## src/itm_pkg.sv

```systemverilog
package itm_pkg;

    // Pin and signal counts of the monitored I/O.
    localparam int ITM_NIN = 9;
    localparam int ITM_NOUT = 13;

    // Register byte offsets on the APB.
    localparam logic [7:0] ITM_A_CTRL = 8'h00;
    localparam logic [7:0] ITM_A_RX = 8'h04;
    localparam logic [7:0] ITM_A_POL = 8'h08;
    localparam logic [7:0] ITM_A_ASN = 8'h0C;
    localparam logic [7:0] ITM_A_FOUT = 8'h10;
    localparam logic [7:0] ITM_A_STAT = 8'h14;
    localparam logic [7:0] ITM_A_IN = 8'h18;
    localparam logic [7:0] ITM_A_OUT = 8'h1C;
    localparam logic [7:0] ITM_A_QRY = 8'h20;

    // Control register field positions.
    localparam int ITM_C_ENTER = 0;
    localparam int ITM_C_DISP = 1;
    localparam int ITM_C_REP = 2;
    localparam int ITM_C_QRY = 3;
    localparam int ITM_C_DAISY = 4;
    localparam int ITM_C_IDX = 8;

    // Reset values of the software registers.
    localparam logic [8:0] ITM_POL_RST = 9'h000;
    localparam logic [12:0] ITM_ASN_RST = 13'h1FFF;
    localparam logic [12:0] ITM_FOUT_RST = 13'h0000;

    // Characters that the block recognises or sends.
    localparam logic [7:0] ITM_CH_ESC = 8'h1B;
    localparam logic [7:0] ITM_CH_SPC = 8'h20;
    localparam logic [7:0] ITM_CH_LF = 8'h0A;
    localparam logic [7:0] ITM_CH_CR = 8'h0D;
    localparam logic [7:0] ITM_CH_ZERO = 8'h30;

    // Report pages: I/O, parameters, position, alarms.
    localparam logic [1:0] ITM_LAST_PAGE = 2'h3;

    // Query index range: inputs first, then outputs.
    localparam logic [4:0] ITM_IDX_NSIG = 5'h16;

    // Display refresh period and its cycle count at 125 MHz.
    // The count is a parameter of the monitor, so a bench may shorten it without touching this package.
    localparam int ITM_DISP_PERIOD_MS = 150;
    localparam int ITM_CLK_KHZ = 125000;
    localparam int ITM_DISP_CYC = ITM_DISP_PERIOD_MS * ITM_CLK_KHZ;

    // Transmit sequencer: value byte, then line end.
    typedef enum logic [1:0] {
        TX_IDLE = 2'b00,
        TX_VAL = 2'b01,
        TX_END = 2'b11
    } itm_tx_e;

    // Whole state of the block.
    typedef struct packed {
        logic test;
        logic disp;
        logic rep;
        logic [1:0] page;
        logic refused;
        logic daisy;
        logic [4:0] idx;
        logic [8:0] pol;
        logic [12:0] asn;
        logic [12:0] fout;
        logic [12:0] tout;
        logic [12:0] save;
        logic qry;
        logic [12:0] out;
        logic [8:0] iact;
        logic [8:0] in_s1;
        logic [8:0] in_s2;
        logic [8:0] in_s3;
        logic [8:0] in_q;
        logic [24:0] tmr;
        itm_tx_e tx;
        logic txv;
        logic [7:0] txd;
        logic stop;
        logic seq_ok;
        logic pready;
        logic pslverr;
        logic [31:0] prdata;
    } itm_state_s;

endpackage : itm_pkg

```

## src/itm_monitor.sv

```systemverilog
`timescale 1ns/100ps

module itm_monitor
    import itm_pkg::*;
#(
    parameter int DISP_CYC = ITM_DISP_CYC
) (
    // Clock and reset.
    input wire logic pclk,
    input wire logic presetn,
    // APB register port.
    input wire logic psel,
    input wire logic penable,
    input wire logic pwrite,
    input wire logic [7:0] paddr,
    input wire logic [31:0] pwdata,
    output logic pready,
    output logic [31:0] prdata,
    output logic pslverr,
    // Input pins and their function-side view.
    input wire logic [8:0] in_pin,
    output logic [8:0] in_act,
    // Output pins.
    output logic [12:0] out_pin,
    // Controller status and sequence control.
    input wire logic seq_running,
    input wire logic motion_active,
    input wire logic alarm_active,
    input wire logic seq_start_req,
    output logic seq_start_ok,
    output logic stop_motion,
    // Terminal transmit byte stream.
    output logic tx_valid,
    output logic [7:0] tx_data,
    input wire logic tx_ready
);

    // Current and next state.
    itm_state_s s;
    itm_state_s n;
    // Polarity-adjusted inputs.
    logic [8:0] lin;
    // Value selected by the current query index.
    logic qv;
    // Decoded APB access phases: any access cycle, and the completing write.
    logic acc;
    logic wr;
    // A write to the receive register stands for one character from the terminal.
    logic rxv;
    // The character itself and the output bit that it toggles.
    logic [7:0] ch;
    logic [4:0] key;
    // High when the character names one of the thirteen outputs.
    logic mapped;

    // Maps a toggle character to its output index, 31 for none.
    // Characters outside the table map past the last output and so toggle nothing.
    function automatic logic [4:0] key_index(input logic [7:0] c);
        case (c)
            8'h31: key_index = 5'h00;
            8'h32: key_index = 5'h01;
            8'h33: key_index = 5'h02;
            8'h34: key_index = 5'h03;
            8'h4D: key_index = 5'h04;
            8'h52: key_index = 5'h05;
            8'h45: key_index = 5'h06;
            8'h48: key_index = 5'h07;
            8'h41: key_index = 5'h08;
            8'h50: key_index = 5'h09;
            8'h42: key_index = 5'h0A;
            8'h44: key_index = 5'h0B;
            8'h4C: key_index = 5'h0C;
            default: key_index = 5'h1F;
        endcase
    endfunction : key_index

    // Logical state is the settled pin level seen through polarity.
    assign lin = s.in_q ^ s.pol;
    assign acc = psel & penable;
    assign wr = acc & s.pready & pwrite & ~s.pslverr;
    assign rxv = wr && (paddr == ITM_A_RX);
    assign ch = pwdata[7:0];
    assign key = key_index(ch);
    assign mapped = (key < 5'(ITM_NOUT));

    // Query value: inputs come first, then the outputs as driven.
    // Indices past the last output read as 0 rather than wrapping onto an input.
    always_comb begin
        if (s.idx < 5'(ITM_NIN)) begin
            qv = lin[s.idx[3:0]];
        end else if (s.idx < ITM_IDX_NSIG) begin
            qv = s.out[4'(s.idx - 5'(ITM_NIN))];
        end else begin
            qv = 1'b0;
        end
    end

    // Next-state logic of the whole block.
    always_comb begin
        n = s;
        n.stop = 1'b0;
        // Three-stage synchroniser; the value moves once stages two and three agree.
        // Stage one alone may be metastable, so only stages two and three are compared.
        n.in_s1 = in_pin;
        n.in_s2 = s.in_s1;
        n.in_s3 = s.in_s2;
        if (s.in_s2 == s.in_s3) begin
            n.in_q = s.in_s3;
        end
        // Functions see no inputs while the test runs.
        n.iact = s.test ? '0 : lin;
        n.seq_ok = seq_start_req & ~s.test;
        // Test levels replace the function levels on the pins.
        n.out = s.test ? s.tout : (s.fout & s.asn);
        // One wait state, then the answer with pready.
        // Reads are decoded in the first access cycle, so data and error stand with pready.
        n.pready = acc & ~s.pready;
        if (acc && !s.pready) begin
            n.pslverr = 1'b0;
            n.prdata = '0;
            unique case (paddr)
                ITM_A_CTRL: n.prdata = {19'h0, s.idx, 3'h0, s.daisy, 4'h0};
                ITM_A_RX: n.prdata = '0;
                ITM_A_POL: n.prdata = {23'h0, s.pol};
                ITM_A_ASN: n.prdata = {19'h0, s.asn};
                ITM_A_FOUT: n.prdata = {19'h0, s.fout};
                ITM_A_STAT: n.prdata = {26'h0, s.page, s.refused, s.rep, s.disp, s.test};
                ITM_A_IN: n.prdata = {23'h0, lin};
                ITM_A_OUT: n.prdata = {19'h0, s.out};
                ITM_A_QRY: n.prdata = {31'h0, s.qry};
                default: n.pslverr = 1'b1;
            endcase
        end
        // Register writes take effect on the edge that completes the transfer.
        if (wr) begin
            unique case (paddr)
                ITM_A_CTRL: begin
                    n.idx = pwdata[ITM_C_IDX +: 5];
                    n.daisy = pwdata[ITM_C_DAISY];
                    if (pwdata[ITM_C_QRY]) begin
                        n.qry = qv;
                    end
                    // Entry is refused while the controller is busy or in alarm.
                    if (pwdata[ITM_C_ENTER] && !s.test) begin
                        if (seq_running || motion_active || alarm_active) begin
                            n.refused = 1'b1;
                        end else begin
                            n.refused = 1'b0;
                            n.test = 1'b1;
                            n.tout = s.out;
                            n.save = s.out;
                        end
                    end
                    // A new display simply replaces the old one: one query at a time.
                    if (pwdata[ITM_C_DISP] && !s.test) begin
                        n.disp = 1'b1;
                        n.tmr = '0;
                    end
                    if (pwdata[ITM_C_REP] && !s.test) begin
                        n.rep = 1'b1;
                        n.page = '0;
                    end
                end
                ITM_A_POL: n.pol = pwdata[8:0];
                ITM_A_ASN: n.asn = pwdata[12:0];
                ITM_A_FOUT: n.fout = pwdata[12:0];
                default: n.refused = s.refused;
            endcase
        end
        // Received characters; test mode has first claim on them.
        // Outside the test and the report, only escape means anything here.
        if (rxv) begin
            if (s.test) begin
                if (ch == ITM_CH_ESC) begin
                    n.test = 1'b0;
                    n.fout = s.save;
                end else if (ch == ITM_CH_SPC) begin
                    n.tout = '0;
                end else if (mapped && s.asn[key[3:0]]) begin
                    n.tout[key[3:0]] = ~s.tout[key[3:0]];
                end
                // Any other character leaves the test state untouched.
            end else if (s.rep) begin
                if (ch == ITM_CH_SPC && s.page != ITM_LAST_PAGE) begin
                    n.page = s.page + 2'h1;
                end else begin
                    n.rep = 1'b0;
                end
            end else if (ch == ITM_CH_ESC) begin
                // Escape is spent on the display before it reaches the motion.
                if (s.disp) begin
                    n.disp = 1'b0;
                end else begin
                    n.stop = motion_active;
                end
            end
        end
        // Refresh timer of the continuous display.
        // A stopped display holds its count; a start from stopped clears it, so the first value waits a full period.
        if (s.disp && n.disp) begin
            if (s.tmr == 25'(DISP_CYC - 1)) begin
                n.tmr = '0;
            end else begin
                n.tmr = s.tmr + 25'h1;
            end
        end
        // Transmit sequencer; a busy sender skips a refresh rather than queue it.
        // Only one byte pair is in flight, so a report page and a refresh never interleave.
        unique case (s.tx)
            TX_IDLE: begin
                if (s.disp && s.tmr == 25'(DISP_CYC - 1)) begin
                    n.txv = 1'b1;
                    n.txd = ITM_CH_ZERO + {7'h0, qv};
                    n.tx = TX_VAL;
                end else if (wr && paddr == ITM_A_CTRL && pwdata[ITM_C_REP] && !s.test) begin
                    n.txv = 1'b1;
                    n.txd = ITM_CH_ZERO;
                    n.tx = TX_VAL;
                end else if (rxv && s.rep && ch == ITM_CH_SPC && s.page != ITM_LAST_PAGE) begin
                    n.txv = 1'b1;
                    n.txd = ITM_CH_ZERO + {6'h0, s.page + 2'h1};
                    n.tx = TX_VAL;
                end
            end
            TX_VAL: begin
                if (tx_ready) begin
                    n.txd = s.daisy ? ITM_CH_LF : ITM_CH_CR;
                    n.tx = TX_END;
                end
            end
            TX_END: begin
                if (tx_ready) begin
                    n.txv = 1'b0;
                    n.tx = TX_IDLE;
                end
            end
            default: begin
                n.txv = 1'b0;
                n.tx = TX_IDLE;
            end
        endcase
    end

    // State register; reset gives idle, all outputs inactive.
    // Reset loads only constants; the assignment and polarity defaults come from the package.
    always_ff @(posedge pclk or negedge presetn) begin
        if (!presetn) begin
            s <= '0;
            s.asn <= ITM_ASN_RST;
            s.pol <= ITM_POL_RST;
            s.fout <= ITM_FOUT_RST;
        end else begin
            s <= n;
        end
    end

    // Every output is a flip-flop of the state.
    // No logic follows the register, so the pins never glitch between edges.
    assign pready = s.pready;
    assign prdata = s.prdata;
    assign pslverr = s.pslverr;
    assign in_act = s.iact;
    assign out_pin = s.out;
    assign seq_start_ok = s.seq_ok;
    assign stop_motion = s.stop;
    assign tx_valid = s.txv;
    assign tx_data = s.txd;
endmodule : itm_monitor

```

## config.mk

```make
export PLATFORM = sky130hd
export DESIGN_NAME = itm_monitor
export DESIGN_NICKNAME = d
export VERILOG_FILES = /design/src/itm_pkg.sv /design/src/itm_monitor.sv
export SDC_FILE = /design/constraint.sdc
export NUM_CORES = 1
export LEC_CHECK = 0
export BUFFER_PORTS_ARGS = -buffer_cell sky130_fd_sc_hd__buf_2
export CORE_ASPECT_RATIO = 0.6
export CORE_MARGIN = 2
export CORE_UTILIZATION = 58
export DETAILED_ROUTE_END_ITERATION = 16
export GPL_ROUTABILITY_DRIVEN = 0
export PLACE_DENSITY_LB_ADDON = 0.25
export SYNTH_ARGS = -nofsm -noshare
export SYNTH_HDL_FRONTEND = slang
export SYNTH_SLANG_ARGS = --single-unit
```

## constraint.sdc

```tcl
create_clock -name pclk -period 3.5 [get_ports pclk]
set_input_delay 0.7 -clock pclk [delete_from_list [all_inputs] [get_ports pclk]]
set_output_delay 0.7 -clock pclk [all_outputs]
set_load 0.005 [all_outputs]
```

==> results of run 1 <==
-- cells in the mapped netlist, types with 8 or more instances --
cell type | count | area (µm²)
o21ai_0 | 68 | 340.3
a31oi_1 | 10 | 62.56
a32oi_1 | 8 | 70.07
dfrtp_1 | 169 | 4229
nor2_1 | 76 | 285.3
nand3_1 | 24 | 120.1
o31ai_1 | 14 | 105.1
xor2_1 | 10 | 87.58
dfstp_2 | 13 | 341.6
buf_4 | 64 | 480.5
inv_1 | 22 | 82.58
o21ai_1 | 21 | 105.1
nand4_1 | 20 | 125.1
and3_1 | 15 | 93.84
nor3_1 | 8 | 40.04
xnor2_1 | 17 | 148.9
mux2i_1 | 21 | 210.2
nand2_1 | 161 | 604.3
nand2b_1 | 11 | 68.82
mux2_2 | 28 | 315.3
a21oi_1 | 46 | 230.2
clkbuf_1 | 39 | 146.4
-- layer usage --
metal / GRT usage / vias to the layer above / share of wire
met4: 0.06044 / 0 / 0.015
met1: 0.4889 / 4103 / 0.45
met5: 0 / - / 0
met3: 0.1055 / 52 / 0.13
met2: 0.4016 / 550 / 0.40
li1: - / 3662 / -
-- cell type report --
class | instances | share of cell area
Antenna cell | 1 | 0.0002342
Clock buffer | 21 | 0.04404
Clock inverter | 11 | 0.01054
Inverter | 22 | 0.007730
Multi-Input combinational cell | 724 | 0.4113
Sequential cell | 182 | 0.4279
Tap cell | 228 | 0.02670
Timing Repair Buffer | 126 | 0.07156
-- kinds of logic after synthesis --
group / after synthesis / share of synthesized area
simple gates: 385 / 0.1961
compound gates: 234 / 0.1561
other cells: 1 / 0.0003891
xor+xnor: 27 / 0.02454
buf+inv: 134 / 0.07855
fa+ha+maj: 3 / 0.003896
flops: 182 / 0.4743
mux: 54 / 0.06622
-- worst paths after layout --
kind	endpoint	cells past startpoint	start	slack, ns
min reg2reg	n[85]	0	n[94]	0.35
min in group pclk	n[85]	0	n[94]	0.35
max	s[154]	8	pwdata[6]	0.48
max in group asynchronous	s[182]	2	presetn	2.43
min	n[98]	1	presetn	0.29
max reg2reg	tx_data[0]	9	s[192]	0.66
-- where the power goes --
part	total, mW	switching (mW)	internal, mW
clock network	1.90	0.848	1.05
logic	0.354	0.215	0.139
registers	2.24	0.0752	2.17
total	4.50	1.14	3.36
-- critical path, delay by kind of cell --
kind / cells / cell delay, ns
AO/OA/AOI/OAI: 6 / 2.10
AND/OR/NAND/NOR: 1 / 0.29
buffers and inverters: 1 / 0.25
-- registers in the layout, indices dropped and copies added, names as in the netlist --
signal        cells
seq_start_ok      1
n                18
in_act            9
out_pin          13
s               119
tx_data           5
pslverr           1
pready            1
prdata           13
stop_motion       1
tx_valid          1
-- metrics by stage --
step	setup WS (ns)	hold WS [ns]	instance area (µm²)	utilization	instances
3_5_place_dp	0.09683	0.3347	10100	0.6210	1282
5_1_grt	0.2850	0.3349	10680	0.6568	1314
4_1_cts	0.5351	0.3096	10680	0.6568	1314
2_1_floorplan	0.5383	0.3312	9712	-	1040
3_3_place_gp	0.2144	0.3338	10100	0.6210	1282
6_report	0.4756	0.2851	10680	0.6570	1315
==> run_results.csv, run 1 <==
group,metric,value,unit
yosys,async_flop_share,1.000,
final_layout,drive_gt1_frac,0.2017,
setup_path,cp_data_required_time,3.82,ns
cts,cts_hold_buf,0,
sta,post-route-period-util,0.8641,
sta,maxSlewHeadroom,0.4751,
sta,rsz0062_at_grt,"false",
floorplan,die_h,103.8,µm
cts,cts_resized,0,
floorplan,rows,36,
setup_path,endpoint_kind,"register",
hold_path,min_path_type,"in2async",
final_layout,regArea,4571,µm²
setup_path,crit_path_top_delay_cell,"o21ai_0",
setup_path,critPathMaxFanout,13,
grt,grtUsageTotal,0.3073,
sta,hold_viol,0,
final_layout,final_common_cell,"dfrtp_1",
cts,cts_made_buffers,17,
setup_path,path_cells,"buf_2, and4bb_2, a32oi_1, o2111ai_1, o21ai_0, o31ai_1, a211o_1, o31ai_1",
route,vias,8367,
route,drt_iter0_drc,1039,
yosys,synth_warnings,0,
cts,htree_levels,4,
cts,clk_pin_slew,0.07,ns
route,viasPerCell,6.363,
outcome,outcome,"complete, no violations",
cts,insertion_delay,0.43,ns
final_layout,areaGrowthSynthToFinish,10.85,%
yosys,synth-seq-cells,182,
grt,grt_max_degree,74,
grt,grt_pass1_vias,7386,
floorplan,ios,126,
route,first_pass_iters,7,
yosys,postSynthCellCount,1020,
cts,clockBufferDepth,2,
sta,clock_skew,0.009411,ns
cts,cts_setup_buffers,0,
pwr,p_leak,4.897,nW
sta,fmax,0.3306,GHz
pwr,total_power,4.496,mW
pwr,peakVddDrop,293.3,µV
sta,finalSetupViolCount,0,
yosys,syn_area,9637,µm²
route,ant_nets,0,
yosys,ys.flop_type,"dfrtp_1",
cts,root_buffer,"clkbuf_16",
cts,clock_sinks,182,
cts,cts_tree,"yes",
setup_path,cp.arrival,3.35,ns
final_layout,nFillCells,1277,
place,io_buffer_count,85,
grt,antenna_found_initial,0,
sta,fin_crit,3.024,ns
setup_path,slowest_delay,0.60,ns
place,dpl.hpwl,19300,µm
flow_run,maxCapViolations,0,
final_layout,final_nets,1135,
route,wl_per_cell,20.21,µm
setup_path,critPathKind,"in2reg",
sta,worst_pin_slew,0.7802,ns
sta,tns,0,ns
pwr,power_density,420.8,nW/µm²
yosys,ys_seq_area_frac,0.4743,
floorplan,dieArea,17700,µm²
floorplan,initial_core_util,0.5926,
final_layout,multi_input_area,4394,µm²
route,drt_wl_total,26580,µm
route,drc_errors,0,
sta,slew_violations,0,
final_layout,mostFrequentLayoutCells,"169 x dfrtp_1, 161 x nand2_1, 84 x buf_2, 76 x nor2_1, 68 x o21ai_0",
grt,grt_overflow_total,0,
yosys,yosys.cell_types.count,73,
setup_path,start_kind,"primary input",
floorplan,die_x,170.4,µm
yosys,syn_avg_cell_area,9.448,µm²
setup_path,crit_path_frequent_cell,"o31ai_1",
grt,grt_first_pass_wirelength,41880,µm
yosys,synth-edff-count,0,
floorplan,core_area,16260,µm²
Note: power is estimated with default switching activity, not from simulation.
==> inputs of run 2 (changes only) <==
--- a/config.mk
+++ b/config.mk
@@ -8,7 +8,7 @@
 export BUFFER_PORTS_ARGS = -buffer_cell sky130_fd_sc_hd__buf_2
 export CORE_ASPECT_RATIO = 0.6
 export CORE_MARGIN = 2
-export CORE_UTILIZATION = 58
+export CORE_UTILIZATION = 53
 export DETAILED_ROUTE_END_ITERATION = 16
 export GPL_ROUTABILITY_DRIVEN = 0
 export PLACE_DENSITY_LB_ADDON = 0.25
==> constraint.sdc (replaced) <==
create_clock -name pclk -period 2.5 [get_ports pclk]
set_input_delay 0.25 -clock pclk [delete_from_list [all_inputs] [get_ports pclk]]
set_output_delay 0.25 -clock pclk [all_outputs]
set_load 0.005 [all_outputs]
==> run 2 against run 1 <==
Wire length increased by 6.5%; clock-buffer cell count decreased by 4; critical endpoint is now tx_data[0]; critical path type is now reg2reg; final cell count increased by 8.4%.
==> run_results.csv, run 2 (same netlist as run 1, synthesis figures left out) <==
group,metric,value,unit
sta,slew_violations,0,
cts,insertion_delay,0.45,ns
pwr,p_leak,5.418,nW
final_layout,regMostFlops,"s",
cts,clockBufferDepth,2,
floorplan,die_x,178.1,µm
grt,grt_max_degree,71,
setup_path,critPathMaxFanout,4,
setup_path,critPathKind,"reg2reg",
floorplan,core_area,17920,µm²
outcome,outcome,"complete, no violations",
route,drt_wl_total,28320,µm
hold_path,min_path_type,"in2reg",
route,vias,8572,
sta,worst_pin_slew,0.6945,ns
sta,tns,0,ns
hold_path,whs_path_depth,2,
final_layout,final_nets,1234,
sta,clock_skew,0.01422,ns
pwr,power_density,558.7,nW/µm²
route,wl_per_cell,19.87,µm
setup_path,r2r-start,"s[68]",
setup_path,regToRegSetupSlack,0.11,ns
hold_path,hold-path-endpoint,"seq_start_ok",
route,drc_errors,0,
sta,post-route-period-util,0.9567,
cts,clk_pin_slew,0.08,ns
floorplan,rows,38,
setup_path,cp.arrival,2.73,ns
setup_path,endpoint_kind,"register",
sta,fmax,0.4181,GHz
route,viasPerCell,6.015,
sta,hold_viol,0,
pwr,total_power,6.483,mW
final_layout,final_common_cell,"dfrtp_1",
setup_path,cp_data_required_time,2.83,ns
floorplan,dieArea,19310,µm²
grt,grtUsageTotal,0.3063,
cts,cts_made_buffers,17,
grt,grt_pass1_vias,7863,
setup_path,start_kind,"register",
floorplan,ios,126,
sta,maxSlewHeadroom,0.5370,
place,dpl.hpwl,21200,µm
floorplan,die_h,108.5,µm
sta,worst_slack,0.1082,ns
pwr,peakVddDrop,388.0,µV
sta,fin_crit,2.392,ns
sta,rsz0062_at_grt,"false",
cts,clock_sinks,182,
cts,cts_tree,"yes",
final_layout,largest_register_ff_count,119,
sta,finalSetupViolCount,0,
final_layout,drive_gt1_frac,0.2684,
cts,root_buffer,"clkbuf_16",
route,drt_iter0_drc,1110,
route,first_pass_iters,6,
place,post-place-ws,-0.1647,ns
final_layout,diodes,0,
flow_run,maxCapViolations,0,
grt,antenna_found_initial,0,
floorplan,initial_core_util,0.5376,
place,io_buffer_count,85,
grt,grt_first_pass_wirelength,44300,µm
final_layout,mostFrequentLayoutCells,"169 x dfrtp_1, 161 x nand2_1, 124 x buf_4, 84 x buf_2, 76 x nor2_1",
final_layout,layoutNonFillerInstCount,1425,
final_layout,areaGrowthSynthToFinish,20.41,%
sta,hold_slack,0.03727,ns
route,ant_nets,0,
cts,htree_levels,4,
setup_path,rr_worst_depth,8,
place,dp.cells,1381,
hold_path,hold_start,"seq_start_req",
setup_path,r2r-end,"tx_data[0]",
grt,grt_overflow_total,0,
==> run 2: changes by cell type in the layout (fill, tap and decap cells not counted), moves of 2 or more <==
cell and change:
dlygate4sd3_1 +10, clkinv_8 +8, nand3_2 +3, nand3_1 -3
inv_6 -2, buf_12 +3, clkbuf_8 -2, buf_4 +85
==> run 2: how the worst max path moves through the flow <==
stage	from	to	slack, ns	cells past startpoint
2_1_floorplan	pwdata[0]	s[155]	0.005	10
3_5_place_dp	pwdata[0]	s[149]	-0.16	13
3_3_place_gp	pwdata[0]	s[152]	-0.13	13
4_1_cts	s[61]	s[55]	0.03	8
5_1_grt	pwdata[0]	s[153]	0.005	11
6_report	s[68]	tx_data[0]	0.11	8
==> run 2: critical path: stages, from the launching register on <==
cell and delay, ns:
dfrtp_1 0.40, or4_1 0.55, or3_1 0.35, nor3_1 0.21
nand2_1 0.16, nand3_2 0.16, o21ai_1 0.14, a211oi_1 0.20
a21oi_1 0.09
==> run 2: layer usage <==
layer | share of wire | track usage
met1 | 0.47 | 0.4796
met4 | 0.015 | 0.08665
met5 | 0 | 0
met3 | 0.12 | 0.09353
met2 | 0.40 | 0.4006
==> run 2: final cells by class <==
| type | count | area [µm²] |
|---|---|---|
| Clock inverter | 15 | 201.4 |
| Sequential cell | 182 | 4571 |
| Timing Repair Buffer | 225 | 1580 |
| Tap cell | 240 | 300.3 |
| Inverter | 22 | 82.58 |
| Clock buffer | 17 | 425.4 |
| Multi-Input combinational cell | 724 | 4443 |
| Fill cell | 1460 | 6321 |
==> run 2: what timing repair did <==
item	4_1_cts	5_1_grt
setup buffers	0	2
hold buffers	10	0
setup endpoints to repair	0	22
hold endpoints to repair	68	0
gates resized for setup	0	10
==> run 2: report_power, final <==
part / switching [mW] / total (mW) / internal, mW / leakage (nW)
Combinational: 0.339 / 0.592 / 0.253 / 2.76
Clock: 1.39 / 2.76 / 1.37 / 0.300
Sequential: 0.0956 / 3.13 / 3.03 / 2.35
==> run 2: through the flow <==
| step | utilization | area, µm² |
|---|---|---|
| 3_5_place_dp | 0.6034 | 10820 |
| 5_1_grt | 0.6474 | 11600 |
| 3_3_place_gp | 0.6034 | 10820 |
| 6_report | 0.6474 | 11600 |
| 2_1_floorplan | - | 9728 |
| 4_1_cts | 0.6439 | 11540 |
